### config.mk
export PLATFORM = sky130hd
export DESIGN_NAME = aux_link_training_monitor
export DESIGN_NICKNAME = d
export VERILOG_FILES = /design/src/rtl/aux_monitor_pkg.sv /design/src/rtl/pin_sync3.sv /design/src/rtl/aux_manchester_decoder.sv /design/src/rtl/aux_link_training_monitor.sv
export VERILOG_INCLUDE_DIRS = /design/src /design/src/rtl
export SDC_FILE = /design/constraint.sdc
export NUM_CORES = 1
export LEC_CHECK = 0
export BUFFER_PORTS_ARGS = -buffer_cell sky130_fd_sc_hd__clkbuf_2
export CAP_MARGIN = 10
export CORE_MARGIN = 2
export CORE_UTILIZATION = 56
export CTS_BUF_LIST = sky130_fd_sc_hd__clkbuf_8
export DETAILED_ROUTE_END_ITERATION = 8
export PLACE_DENSITY = 0.76
export RECOVER_POWER = 50
export SLEW_MARGIN = 20
export SYNTH_ARGS = -nofsm -noshare
export SYNTH_HDL_FRONTEND = slang
export SYNTH_HIERARCHICAL = 1
export SYNTH_SLANG_ARGS = --single-unit
### constraint.sdc
create_clock -name clk_sys -period 1.95 [get_ports clk_sys]
set_input_delay 0.195 -clock clk_sys [delete_from_list [all_inputs] [get_ports clk_sys]]
set_output_delay 0.195 -clock clk_sys [all_outputs]
set_load 0.005 [all_outputs]
### src/rtl/aux_monitor_cfg.svh
// Purpose: constants for the AUX link training monitor
// Assumes: 40 MHz clk_sys, 1 Mbps Manchester AUX signalling
// Notes: offsets are DPCD byte addresses on the AUX channel
//
// Functional notes
// - Derive swing, pre-emphasis, EQ from training writes
// - Decode 1 Mbps Manchester AUX traffic
// - Monitor inactive in TMDS (adapter detect high)
// - Watch AUX traffic for D3 standby command
// - Writes to reserved bit fields have no effect
// - Rate code 06h is 1.62, 14h is 5.4
// - Rate defaults to 2.7; 0Ah selects it
// - Any other rate code falls back to 5.4
// - Rate reads back as compressed 00h/01h/02h
// - Lane count bits 4:0, codes 0/1/2/4, default off
// - Other lane count codes disable every lane
// - Lane count reads back 00h/01h/03h/05h
// - Lane-0 bits 1:0 pick swing level, default 0
// - Lane-0 bits 4:3 pick pre-emphasis, default 0
// - Lane-0 reads: pre-emphasis 3:2, swing 1:0
// - Test-force bit forces TMDS without adapter detect
// - EQ follows pre-emphasis only, not swing
`ifndef AUX_MONITOR_CFG_SVH
`define AUX_MONITOR_CFG_SVH

`define CLK_PERIOD_NS 25
`define AUX_BIT_NS 1000
`define AUX_BIT_CYC (`AUX_BIT_NS / `CLK_PERIOD_NS)
`define AUX_HOLD_MID_CYC ((`AUX_BIT_CYC * 3) / 4)
`define AUX_HOLD_SYNC_CYC ((`AUX_BIT_CYC * 9) / 4)
`define AUX_SYNC_HIGH_CYC ((`AUX_BIT_CYC * 3) / 2)
`define AUX_IDLE_CYC (`AUX_BIT_CYC * 4)

`define ADDR_LINK_RATE 20'h00100
`define ADDR_LANE_COUNT 20'h00101
`define ADDR_LANE0_DRIVE 20'h00103
`define ADDR_POWER_STATE 20'h00600

`define CMD_NATIVE_WRITE 4'h8
`define POWER_D0 3'h1
`define POWER_D3 3'h2

`define RATE_WR_162 8'h06
`define RATE_WR_270 8'h0A
`define RATE_WR_540 8'h14
`define RATE_RD_162 8'h00
`define RATE_RD_270 8'h01
`define RATE_RD_540 8'h02

`define LANES_WR_0 5'h00
`define LANES_WR_1 5'h01
`define LANES_WR_2 5'h02
`define LANES_WR_4 5'h04
`define LANES_RD_0 8'h00
`define LANES_RD_1 8'h01
`define LANES_RD_2 8'h03
`define LANES_RD_4 8'h05

`define LANE_COUNT_RESET 5'h00
`define DRIVE_LEVEL_RESET 2'h0
`define LANE_COUNT_MSB 4
`define SWING_MSB 1
`define SWING_LSB 0
`define PRE_MSB 4
`define PRE_LSB 3

`endif

### src/rtl/aux_monitor_pkg.sv
// Purpose: shared types of the AUX link training monitor
// Assumes: nothing beyond the cfg header
// Notes: states and link rates only
package aux_monitor_pkg;

    typedef enum logic [1:0] {
        RATE_162,
        RATE_270,
        RATE_540
    } link_rate_e;

    typedef enum logic [1:0] {
        FR_IDLE,
        FR_HDR,
        FR_DATA,
        FR_SKIP
    } frame_state_e;

endpackage

### src/rtl/pin_sync3.sv
// Purpose: three-stage pin synchroniser with agreement filter
// Assumes: inputs asynchronous to clk_sys
// Notes: output moves only when stages two and three agree
`timescale 1ns/1ps
module pin_sync3 #(
    parameter int WIDTH = 1
) (
    input wire logic clk_sys,
    input wire logic rst_b,
    input wire logic [WIDTH-1:0] pinIn,
    output logic [WIDTH-1:0] pinOut
);

    logic [WIDTH-1:0] stage1_r;
    logic [WIDTH-1:0] stage2_r;
    logic [WIDTH-1:0] stage3_r;

    genvar i;
    generate
        for (i = 0; i < WIDTH; i++) begin : g_bit
            always_ff @(posedge clk_sys) begin
                if (!rst_b) begin
                    stage1_r[i] <= 1'b0;
                    stage2_r[i] <= 1'b0;
                    stage3_r[i] <= 1'b0;
                    pinOut[i] <= 1'b0;
                end else begin
                    stage1_r[i] <= pinIn[i];
                    stage2_r[i] <= stage1_r[i];
                    stage3_r[i] <= stage2_r[i];
                    // one-cycle glitches never reach the filtered output
                    if (stage2_r[i] == stage3_r[i]) begin
                        pinOut[i] <= stage3_r[i];
                    end
                end
            end
        end
    endgenerate

endmodule

### src/rtl/aux_manchester_decoder.sv
// Purpose: edge-timed Manchester bit recovery for the AUX line
// Assumes: synchronised line level, bit value is second-half level
// Notes: frameMark fires on each sync/stop high-then-low pattern
`timescale 1ns/1ps
`include "aux_monitor_cfg.svh"
module aux_manchester_decoder (
    input wire logic clk_sys,
    input wire logic rst_b,
    input wire logic enable,
    input wire logic lineLevel,
    output logic bitStrobe,
    output logic bitValue,
    output logic frameMark,
    output logic idleTimeout
);

    logic lineDly_r;
    logic [7:0] highCnt_r;
    logic [7:0] hold_r;
    logic [7:0] quiet_r;
    logic edgeSeen;
    logic syncFall;

    assign edgeSeen = lineLevel ^ lineDly_r;
    // a high lasting well over one bit can only be a sync or stop
    assign syncFall = edgeSeen && !lineLevel && (highCnt_r >= 8'(`AUX_SYNC_HIGH_CYC));

    always_ff @(posedge clk_sys) begin
        if (!rst_b) begin
            lineDly_r <= 1'b0;
            highCnt_r <= 8'h00;
            quiet_r <= 8'h00;
        end else begin
            lineDly_r <= lineLevel;
            if (!lineLevel) begin
                highCnt_r <= 8'h00;
            end else if (highCnt_r != 8'hFF) begin
                highCnt_r <= highCnt_r + 8'h01;
            end
            if (edgeSeen) begin
                quiet_r <= 8'h00;
            end else if (quiet_r != 8'hFF) begin
                quiet_r <= quiet_r + 8'h01;
            end
        end
    end

    // mid-bit edges are taken only after 3/4 bit; the sync low gets a
    // longer hold so its trailing boundary edge is skipped
    always_ff @(posedge clk_sys) begin
        if (!rst_b || !enable) begin
            hold_r <= 8'h00;
        end else if (syncFall) begin
            hold_r <= 8'(`AUX_HOLD_SYNC_CYC);
        end else if (edgeSeen && hold_r == 8'h00) begin
            hold_r <= 8'(`AUX_HOLD_MID_CYC);
        end else if (hold_r != 8'h00) begin
            hold_r <= hold_r - 8'h01;
        end
    end

    // receive-only: there is no path back onto the line
    always_ff @(posedge clk_sys) begin
        if (!rst_b) begin
            bitStrobe <= 1'b0;
            bitValue <= 1'b0;
            frameMark <= 1'b0;
            idleTimeout <= 1'b0;
        end else begin
            bitStrobe <= enable && edgeSeen && !syncFall && hold_r == 8'h00;
            bitValue <= lineLevel;
            frameMark <= enable && syncFall;
            idleTimeout <= enable && !edgeSeen && quiet_r == 8'(`AUX_IDLE_CYC);
        end
    end

endmodule

### src/rtl/aux_link_training_monitor.sv
// Purpose: snoop AUX training writes and drive main-link settings
// Assumes: AUX request and reply both seen on one snooped line
// Notes: read codes are presented on ports; AUX is never driven
`timescale 1ns/1ps
`include "aux_monitor_cfg.svh"
module aux_link_training_monitor
    import aux_monitor_pkg::*;
(
    input wire logic clk_sys,
    input wire logic rst_b,
    input wire logic auxLineIn,
    input wire logic cableAdapterDetectInput,
    input wire logic tmdsTestForce,
    output link_rate_e linkRateSelect,
    output logic [7:0] linkRateReadCode,
    output logic [7:0] laneCountReadCode,
    output logic [7:0] lane0ReadCode,
    output logic [3:0] laneEnable,
    output logic [1:0] outputSwingLevel,
    output logic [1:0] preEmphasisLevel,
    output logic [1:0] inputEqualizerSetting,
    output logic standbyRequest,
    output logic tmdsMode,
    output logic monitorActive
);

    ////////////////////////////////////////////////////////////////
    // pin synchronisers and mode selection

    logic [1:0] pinsSync;
    logic auxLevel;
    logic cadLevel;
    logic tmdsNow;
    logic forceSync_r;

    pin_sync3 #(
        .WIDTH(2)
    ) u_pins (
        .clk_sys(clk_sys),
        .rst_b(rst_b),
        .pinIn({cableAdapterDetectInput, auxLineIn}),
        .pinOut(pinsSync)
    );

    assign auxLevel = pinsSync[0];
    assign cadLevel = pinsSync[1];

    // test-force comes from on-chip logic on clk_sys, so one flop only
    always_ff @(posedge clk_sys) begin
        if (!rst_b) begin
            forceSync_r <= 1'b0;
        end else begin
            forceSync_r <= tmdsTestForce;
        end
    end

    assign tmdsNow = cadLevel || forceSync_r;

    ////////////////////////////////////////////////////////////////
    // Manchester bit recovery

    logic bitStrobe;
    logic bitValue;
    logic frameMark;
    logic idleTimeout;

    aux_manchester_decoder u_dec (
        .clk_sys(clk_sys),
        .rst_b(rst_b),
        .enable(!tmdsNow),
        .lineLevel(auxLevel),
        .bitStrobe(bitStrobe),
        .bitValue(bitValue),
        .frameMark(frameMark),
        .idleTimeout(idleTimeout)
    );

    ////////////////////////////////////////////////////////////////
    // byte assembly, MSB first

    logic [7:0] shift_r;
    logic [2:0] bitCnt_r;
    logic byteDone;
    logic [7:0] byteData;

    assign byteDone = bitStrobe && bitCnt_r == 3'h7;
    assign byteData = {shift_r[6:0], bitValue};

    // a partial byte before a stop mark is dropped, never committed
    always_ff @(posedge clk_sys) begin
        if (!rst_b || tmdsNow || frameMark) begin
            shift_r <= 8'h00;
            bitCnt_r <= 3'h0;
        end else if (bitStrobe) begin
            shift_r <= byteData;
            bitCnt_r <= bitCnt_r + 3'h1;
        end
    end

    ////////////////////////////////////////////////////////////////
    // request frame parser

    frame_state_e state_r;
    logic [1:0] hdrIdx_r;
    logic [3:0] cmd_r;
    logic [19:0] addr_r;
    logic wrEn;
    logic [19:0] wrAddr;
    logic [7:0] wrData;

    assign wrEn = state_r == FR_DATA && byteDone;
    assign wrAddr = addr_r;
    assign wrData = byteData;

    // replies and native reads fall into skip; only writes reach data
    always_ff @(posedge clk_sys) begin
        if (!rst_b || tmdsNow) begin
            state_r <= FR_IDLE;
        end else if (idleTimeout) begin
            state_r <= FR_IDLE;
        end else begin
            case (state_r)
                FR_IDLE: begin
                    if (frameMark) begin
                        state_r <= FR_HDR;
                    end
                end
                FR_HDR: begin
                    if (frameMark) begin
                        state_r <= FR_IDLE;
                    end else if (byteDone && hdrIdx_r == 2'h3) begin
                        if (cmd_r == `CMD_NATIVE_WRITE) begin
                            state_r <= FR_DATA;
                        end else begin
                            state_r <= FR_SKIP;
                        end
                    end
                end
                FR_DATA: begin
                    if (frameMark) begin
                        state_r <= FR_IDLE;
                    end
                end
                default: begin
                    if (frameMark) begin
                        state_r <= FR_IDLE;
                    end
                end
            endcase
        end
    end

    always_ff @(posedge clk_sys) begin
        if (!rst_b) begin
            hdrIdx_r <= 2'h0;
            cmd_r <= 4'h0;
            addr_r <= 20'h00000;
        end else if (state_r != FR_HDR) begin
            hdrIdx_r <= 2'h0;
            if (wrEn) begin
                addr_r <= addr_r + 20'h00001;
            end
        end else if (byteDone) begin
            hdrIdx_r <= hdrIdx_r + 2'h1;
            case (hdrIdx_r)
                2'h0: begin
                    cmd_r <= byteData[7:4];
                    addr_r[19:16] <= byteData[3:0];
                end
                2'h1: addr_r[15:8] <= byteData;
                2'h2: addr_r[7:0] <= byteData;
                default: begin
                end
            endcase
        end
    end

    ////////////////////////////////////////////////////////////////
    // monitored configuration registers

    link_rate_e rate_r;
    logic [4:0] laneField_r;
    logic [1:0] swing_r;
    logic [1:0] pre_r;
    logic standby_r;

    always_ff @(posedge clk_sys) begin
        if (!rst_b) begin
            rate_r <= RATE_270;
        end else if (wrEn && wrAddr == `ADDR_LINK_RATE) begin
            if (wrData == `RATE_WR_162) begin
                rate_r <= RATE_162;
            end else if (wrData == `RATE_WR_270) begin
                rate_r <= RATE_270;
            end else begin
                rate_r <= RATE_540;
            end
        end
    end

    // bits above the lane count field are reserved and dropped
    always_ff @(posedge clk_sys) begin
        if (!rst_b) begin
            laneField_r <= `LANE_COUNT_RESET;
        end else if (wrEn && wrAddr == `ADDR_LANE_COUNT) begin
            laneField_r <= wrData[`LANE_COUNT_MSB:0];
        end
    end

    // bit 2 and bits 7:5 are reserved and never stored
    always_ff @(posedge clk_sys) begin
        if (!rst_b) begin
            swing_r <= `DRIVE_LEVEL_RESET;
            pre_r <= `DRIVE_LEVEL_RESET;
        end else if (wrEn && wrAddr == `ADDR_LANE0_DRIVE) begin
            swing_r <= wrData[`SWING_MSB:`SWING_LSB];
            pre_r <= wrData[`PRE_MSB:`PRE_LSB];
        end
    end

    always_ff @(posedge clk_sys) begin
        if (!rst_b) begin
            standby_r <= 1'b0;
        end else if (wrEn && wrAddr == `ADDR_POWER_STATE) begin
            if (wrData[2:0] == `POWER_D3) begin
                standby_r <= 1'b1;
            end else if (wrData[2:0] == `POWER_D0) begin
                standby_r <= 1'b0;
            end
        end
    end

    ////////////////////////////////////////////////////////////////
    // derived settings

    logic comboBad;
    logic [3:0] laneMask;
    logic [7:0] laneCode;
    logic [7:0] rateCode;

    // the five forbidden pairs: 01/11, and any with both levels two or more;
    // 11/01 sums above three yet stays a permitted setting
    assign comboBad = (swing_r == 2'h1 && pre_r == 2'h3) || (swing_r[1] && pre_r[1]);

    always_comb begin
        laneMask = 4'h0;
        laneCode = `LANES_RD_0;
        if (laneField_r == `LANES_WR_1) begin
            laneMask = 4'h1;
            laneCode = `LANES_RD_1;
        end else if (laneField_r == `LANES_WR_2) begin
            laneMask = 4'h3;
            laneCode = `LANES_RD_2;
        end else if (laneField_r == `LANES_WR_4) begin
            laneMask = 4'hF;
            laneCode = `LANES_RD_4;
        end
    end

    always_comb begin
        case (rate_r)
            RATE_162: rateCode = `RATE_RD_162;
            RATE_270: rateCode = `RATE_RD_270;
            default: rateCode = `RATE_RD_540;
        endcase
    end

    ////////////////////////////////////////////////////////////////
    // registered outputs

    always_ff @(posedge clk_sys) begin
        if (!rst_b) begin
            linkRateSelect <= RATE_270;
            linkRateReadCode <= `RATE_RD_270;
            laneCountReadCode <= `LANES_RD_0;
            lane0ReadCode <= 8'h00;
            laneEnable <= 4'h0;
            outputSwingLevel <= `DRIVE_LEVEL_RESET;
            preEmphasisLevel <= `DRIVE_LEVEL_RESET;
            inputEqualizerSetting <= `DRIVE_LEVEL_RESET;
            standbyRequest <= 1'b0;
            tmdsMode <= 1'b0;
            monitorActive <= 1'b0;
        end else begin
            linkRateSelect <= rate_r;
            linkRateReadCode <= rateCode;
            laneCountReadCode <= laneCode;
            lane0ReadCode <= {4'h0, pre_r, swing_r};
            laneEnable <= comboBad ? 4'h0 : laneMask;
            outputSwingLevel <= swing_r;
            preEmphasisLevel <= pre_r;
            inputEqualizerSetting <= pre_r;
            standbyRequest <= standby_r;
            tmdsMode <= tmdsNow;
            monitorActive <= !tmdsNow;
        end
    end
endmodule

# Yosys cells after proc, flatten, opt, wreduce, memory -nomap -nowiden
# Index checks and enable logic that the tools add are counted.
# totals
in_bits	5
n_memories	0
ff_bits	119
ramBits	0
romBits	0
latch_bits	0
# op_classes
shift	0
muxes	26
n_reduce_logical	58
add_sub_neg	6
mul	0
magnitude_cmp	1
div	0
eq_ne	29
bitwise	3
# op_table
op	n
equality test 20 x 9 -> 1 bit (second input constant)	3
2-to-1 mux 20 bit	3
2-to-1 mux 7 bit	3
adder 20 x 1 -> 20 bit (second input constant)	1
equality test 20 x 11 -> 1 bit (second input constant)	1
logical AND 1 bit	18
adder 8 x 1 -> 8 bit (second input constant)	2
2-to-1 mux 2 bit	8
2-to-1 mux 8 bit	2
!= test 8 bit (second input constant)	2
nonzero test 2 bit	8
AND reduction 3 bit	5
OR reduction 2 bit	6
OR reduction 3 bit	3
equality test 2 x 1 -> 1 bit (second input constant)	4
equality test 2 bit (second input constant)	4
equality test 8 x 3 -> 1 bit (second input constant)	1
equality test 8 x 4 -> 1 bit (second input constant)	1
equality test 8 bit (second input constant)	1
greater-or-equal comparator 8 x 6 -> 1 bit (second input constant)	1
zero test 8 bit	1
2-to-1 mux 4 bit	2
one-hot mux 2 bit (2 select lines)	2
nonzero test 8 bit	1
23 further kinds	40

# Depth between registers and ports, before layout
# logic_depth
ltp_word	6
mapped_depth	9
ltp_nobuf	7

# Cells and area by module
# Netlist, hierarchy kept.
# modules_own_cells
module	area_per_inst_um2	seq_area_each_um2	instances	cells_each
aux_link_training_monitor	3404.5	1361.3	1	395
aux_manchester_decoder	1330.0	560.5	1	151
pin_sync3	237.7	160.2	1	20

# Worst setup path before layout
# No wires, ideal clock.
# synth_timing
path_type	register to register
start	reg bitCnt_r[0]
end	reg pre_r[1]
required_time_ps	1822
arrival_ps	1694
setup_slack_ps	128
stages_incl_launch_ff	9
path_cell_list	dfxtp_1 > ha_1 > ha_1 > and2_1 > clkbuf_1 > and4_1 > nand4_1 > mux2i_1 > nor2_1
# synth_via
elab_chain_len	4
# synth_lines
element	line	text
start: declaration	aux_link_training_monitor.sv:82	logic [2:0] bitCnt_r;
start signal: assignment	aux_link_training_monitor.sv:96	bitCnt_r <= bitCnt_r + 3'h1;
equality test 3 bit	aux_link_training_monitor.sv:86	assign byteDone = bitStrobe && bitCnt_r == 3'h7;
logical AND 1 bit	aux_link_training_monitor.sv:86	
logical AND 1 bit	aux_link_training_monitor.sv:111	assign wrEn = state_r == FR_DATA && byteDone;
logical AND 1 bit (no line)	--	
end signal: assignment	aux_link_training_monitor.sv:214	pre_r <= `DRIVE_LEVEL_RESET;
end signal: assignment	aux_link_training_monitor.sv:217	pre_r <= wrData[`PRE_MSB:`PRE_LSB];
end: declaration	aux_link_training_monitor.sv:184	logic [1:0] pre_r;
# No other way between the ends.
# A chain may end at the register's enable or synchronous reset.

# Final worst setup path
# layout_timing
start	reg bitCnt_r[0]
end	reg addr_r[19]
# layout_via
elab_chain_len	5
word_cells_on_any_way	6
# layout_lines
element	line	text
equality test 3 bit *	aux_link_training_monitor.sv:86	
logical AND 1 bit *	aux_link_training_monitor.sv:86	
logical AND 1 bit	aux_link_training_monitor.sv:111	
!= test 2 bit (no line)	--	
AND reduction 3 bit (no line) *	--	
end signal: assignment	aux_link_training_monitor.sv:161	addr_r <= addr_r + 20'h00001;
end signal: assignment	aux_link_training_monitor.sv:168	addr_r[19:16] <= byteData[3:0];
end: declaration	aux_link_training_monitor.sv:106	logic [19:0] addr_r;
# Every way passes the cells marked *; elsewhere a longest branch is shown, timed or not.

==> results.sh <==
export IMPL_num_vias=4107
export IMPL_ios=44
export IMPL_critical_path_buf_inv_count=0
export IMPL_grt_pass1_vias=3897
export IMPL_final_core_util_pct=61.9
export IMPL_cp_data_arrival_time_ps=2120
export IMPL_htreeDepth=3
export IMPL_grt_max_degree=38
export IMPL_setup_viol=0
export IMPL_diodes=0
export IMPL_fin_setup_tns_ps=0
export IMPL_synth_async_reset_ratio_pct=0
export IMPL_fin_worst_skew_ps=11.0
export IMPL_antenna_found_initial=0
export IMPL_die_area_sq_um=9650
export IMPL_port_buffers=28
export IMPL_clkPwrFrac_pct=29.8
export IMPL_slew_headroom_pct=64.7
export IMPL_tightestPinTransition_ps=529
export IMPL_core_area_sq_um=8680
export IMPL_netlist_area_leader_share_pct=41.9
export IMPL_final_nets=618
export IMPL_grt_pass1_wl_mm=18.3
export IMPL_placed_area_sq_um=5190
export IMPL_dp_hpwl_mm=7.63
export IMPL_ys_types=68
export IMPL_fin_crit_sh_pct=94.1
export IMPL_fin_area_sq_um=5370
export IMPL_maxCapViolCount=0
export IMPL_track_usage_pct=23.0
export IMPL_drtIter0Drc=222
export IMPL_hold_class="input port to flip-flop"
export IMPL_combPwrFrac_pct=16.0
export IMPL_power_internal_mw=3.04
export IMPL_cp_slowest_stage_delay_ps=510
export IMPL_gp_congestion=0.921
export IMPL_path_class="flip-flop to flip-flop"
export IMPL_rsz0062_at_grt="false"
export IMPL_ir_drop_mv=0.752
export IMPL_switchingPower_mw=1.17
export IMPL_ys_top_cells_by_area="dfxtp_1 42%, mux2i_1 5.2%, nor2_1 4.1%"
export IMPL_timing_fmax_mhz=545
export IMPL_cpMostUsedCell="ha_1"
export IMPL_synth_warnings=6
export IMPL_switching_share_pct=27.9
export IMPL_synth_seq_cells=104
export IMPL_end_kind="flip-flop"
export IMPL_pwr_share_seq_pct=54.2
export IMPL_avgSynthCellArea_sq_um=8.78
export IMPL_period_needed_ps=1840
export IMPL_grt_overflow=0
export IMPL_cpLargestDelayFamily="simple AND/OR/NAND/NOR gates"
export IMPL_ys_seq_area_share_pct=41.9
export IMPL_fp_dieH_um=98.2
export IMPL_synthFlopType="dfxtp_1"
export IMPL_startpoint_type="flip-flop"
export IMPL_area_growth_pct=7.98
export IMPL_outcome="finished clean"
export IMPL_yosys_area_top_type="dfxtp_1"
export IMPL_p_leak_nw=2.13
export IMPL_cts_tree="yes"
export IMPL_drt_pass1_iterations=6
export IMPL_ctsHoldBuffers=0
export IMPL_final_layout_size_suffix_gt1_share_pct=13.5
export IMPL_critPathMaxFanout=2
export IMPL_start_util_pct=57.3
export IMPL_clk_pin_slew_ps=100
export IMPL_cts_root_buf="clkbuf_8"
export IMPL_fp_row_count=34
export IMPL_ant_nets=0
export IMPL_crit_chain="ha_1 -> ha_1 -> nand2_1 -> or4_1 -> or3_1 -> a31oi_1"
export IMPL_drv_slew=0
export IMPL_clock_path_buffers=2
export IMPL_powerDensity_nw_per_um2=784
export IMPL_synth_edf_count=0
export IMPL_wl_per_cell_um=15.1
export IMPL_finalWirelength_mm=10.8
export IMPL_cp_slowest_cell="or4_1"
export IMPL_via_per_inst=5.78
export IMPL_dieWidth_um=98.2
export IMPL_synthTopCellsByCount="104 x dfxtp_1, 54 x nor2_1, 50 x nand2_1, 33 x a21oi_1, 26 x mux2i_1"
export IMPL_drc=0
export IMPL_hold_viol=0
export IMPL_syn_area_sq_um=4970
export IMPL_insertion_delay_ps=380
export IMPL_clock_sinks=104
export IMPL_synth_most_common_cell="dfxtp_1"
export IMPL_required_ps=2240
export IMPL_numCtsBuffers=9
export IMPL_synthCells=566
-- per-layer routing --
metal / global-route usage (%) / vias up / part of all wire [%]
met5: 0 / - / 0
met4: 8.64 / 0 / 2.3
li1: - / 2029 / -
met2: 39.5 / 143 / 49
met1: 28.8 / 1911 / 43
met3: 4.65 / 24 / 5.9
-- registers in the layout, summed over array words and instances (netlist names), 2 cells and up --
register,cells
bitCnt_r,3
hdrIdx_r,2
lane0ReadCode,4
u_pins/stage1_r,2
laneField_r,5
u_dec/highCnt_r,8
linkRateSelect,2
u_dec/hold_r,8
laneEnable,3
swing_r,2
u_pins/pinOut,2
u_pins/stage2_r,2
state_r,2
cmd_r,4
laneCountReadCode,3
linkRateReadCode,2
u_dec/quiet_r,8
u_pins/stage3_r,2
rate_r,2
shift_r,7
addr_r,20
pre_r,2
-- power groups by stage --
| stage | combinational, mW | clock (mW) | sequential (mW) |
|---|---|---|---|
| CTS | 0.672 | 1.29 | 2.28 |
| global route | 0.749 | 1.36 | 2.29 |
| finish | 0.672 | 1.25 | 2.28 |
| floorplan | 0.576 | 0 | 2.31 |
| global placement | 0.631 | 0 | 2.32 |
| detailed placement | 0.670 | 0 | 2.33 |
-- path summary, 6_finish.rpt --
kind	end	slack, ps	start	depth (start not counted)
setup reg to reg	addr_r[19]$_SDFFE_PN0P_	110	bitCnt_r[0]$_SDFFE_PP0P_	6
hold reg to reg	state_r[0]$_SDFFE_PP0P_	420	u_dec/idleTimeout$_SDFF_PN0_	1
hold / removal	forceSync_r$_SDFF_PN0_	20	tmdsTestForce	2
setup / recovery	addr_r[19]$_SDFFE_PN0P_	110	bitCnt_r[0]$_SDFFE_PP0P_	6
-- kinds of logic after synthesis --
group | count (synthesis) | share of synthesized area, %
AO/OA/AOI/OAI | 103 | 13.0
XOR/XNOR | 13 | 2.29
adder cells (fa/ha/maj) | 16 | 4.03
buffers and inverters | 67 | 7.55
flip-flops | 104 | 41.9
multiplexers | 27 | 5.46
other | 1 | 0.0754
AND/OR/NAND/NOR | 235 | 25.8
-- per-stage QoR --
stage	hold WS (ps)	power (mW)	cells	worst slack [ps]
floorplan	282	2.89	580	128
global placement	404	2.95	693	159
detailed placement	410	3.00	693	117
CTS	8.19	4.24	709	85.8
global route	29.6	4.40	710	33.2
finish	23.2	4.21	710	115
-- cell type report --
| class | count | area (sq um) |
|---|---|---|
| clock buffers | 10 | 138 |
| fillers | 769 | 3310 |
| clock inverters | 6 | 42.5 |
| flip-flops and latches | 104 | 2080 |
| well taps | 108 | 135 |
| inverters | 20 | 75.1 |
| multi-input cells | 409 | 2570 |
| repair buffers | 53 | 327 |
-- what timing repair did --
action                     CTS  global route
resized for setup            0             2
setup buffers                0             1
setup endpoints to repair    0            10
-- cell usage in the layout, fill, tap and decap left out, types with 7 or more instances in the layout --
| master | count |
|---|---|
| conb_1 | 15 |
| ha_1 | 16 |
| a21oi_1 | 33 |
| nand4_1 | 8 |
| and2_2 | 7 |
| nor2_1 | 54 |
| clkbuf_1 | 8 |
| clkbuf_2 | 20 |
| nor3b_1 | 7 |
| nand2_1 | 50 |
| buf_4 | 23 |
| nor3_1 | 13 |
| dfxtp_1 | 104 |
| or3_1 | 7 |
| o21ai_0 | 19 |
| nand3_1 | 22 |
| and3_1 | 10 |
| inv_1 | 20 |
| a31oi_1 | 12 |
| xnor2_1 | 9 |
| clkbuf_8 | 10 |
| mux2i_1 | 26 |
| and2_1 | 7 |
| nor4_1 | 14 |
Note: power is estimated with default switching activity, not from simulation.
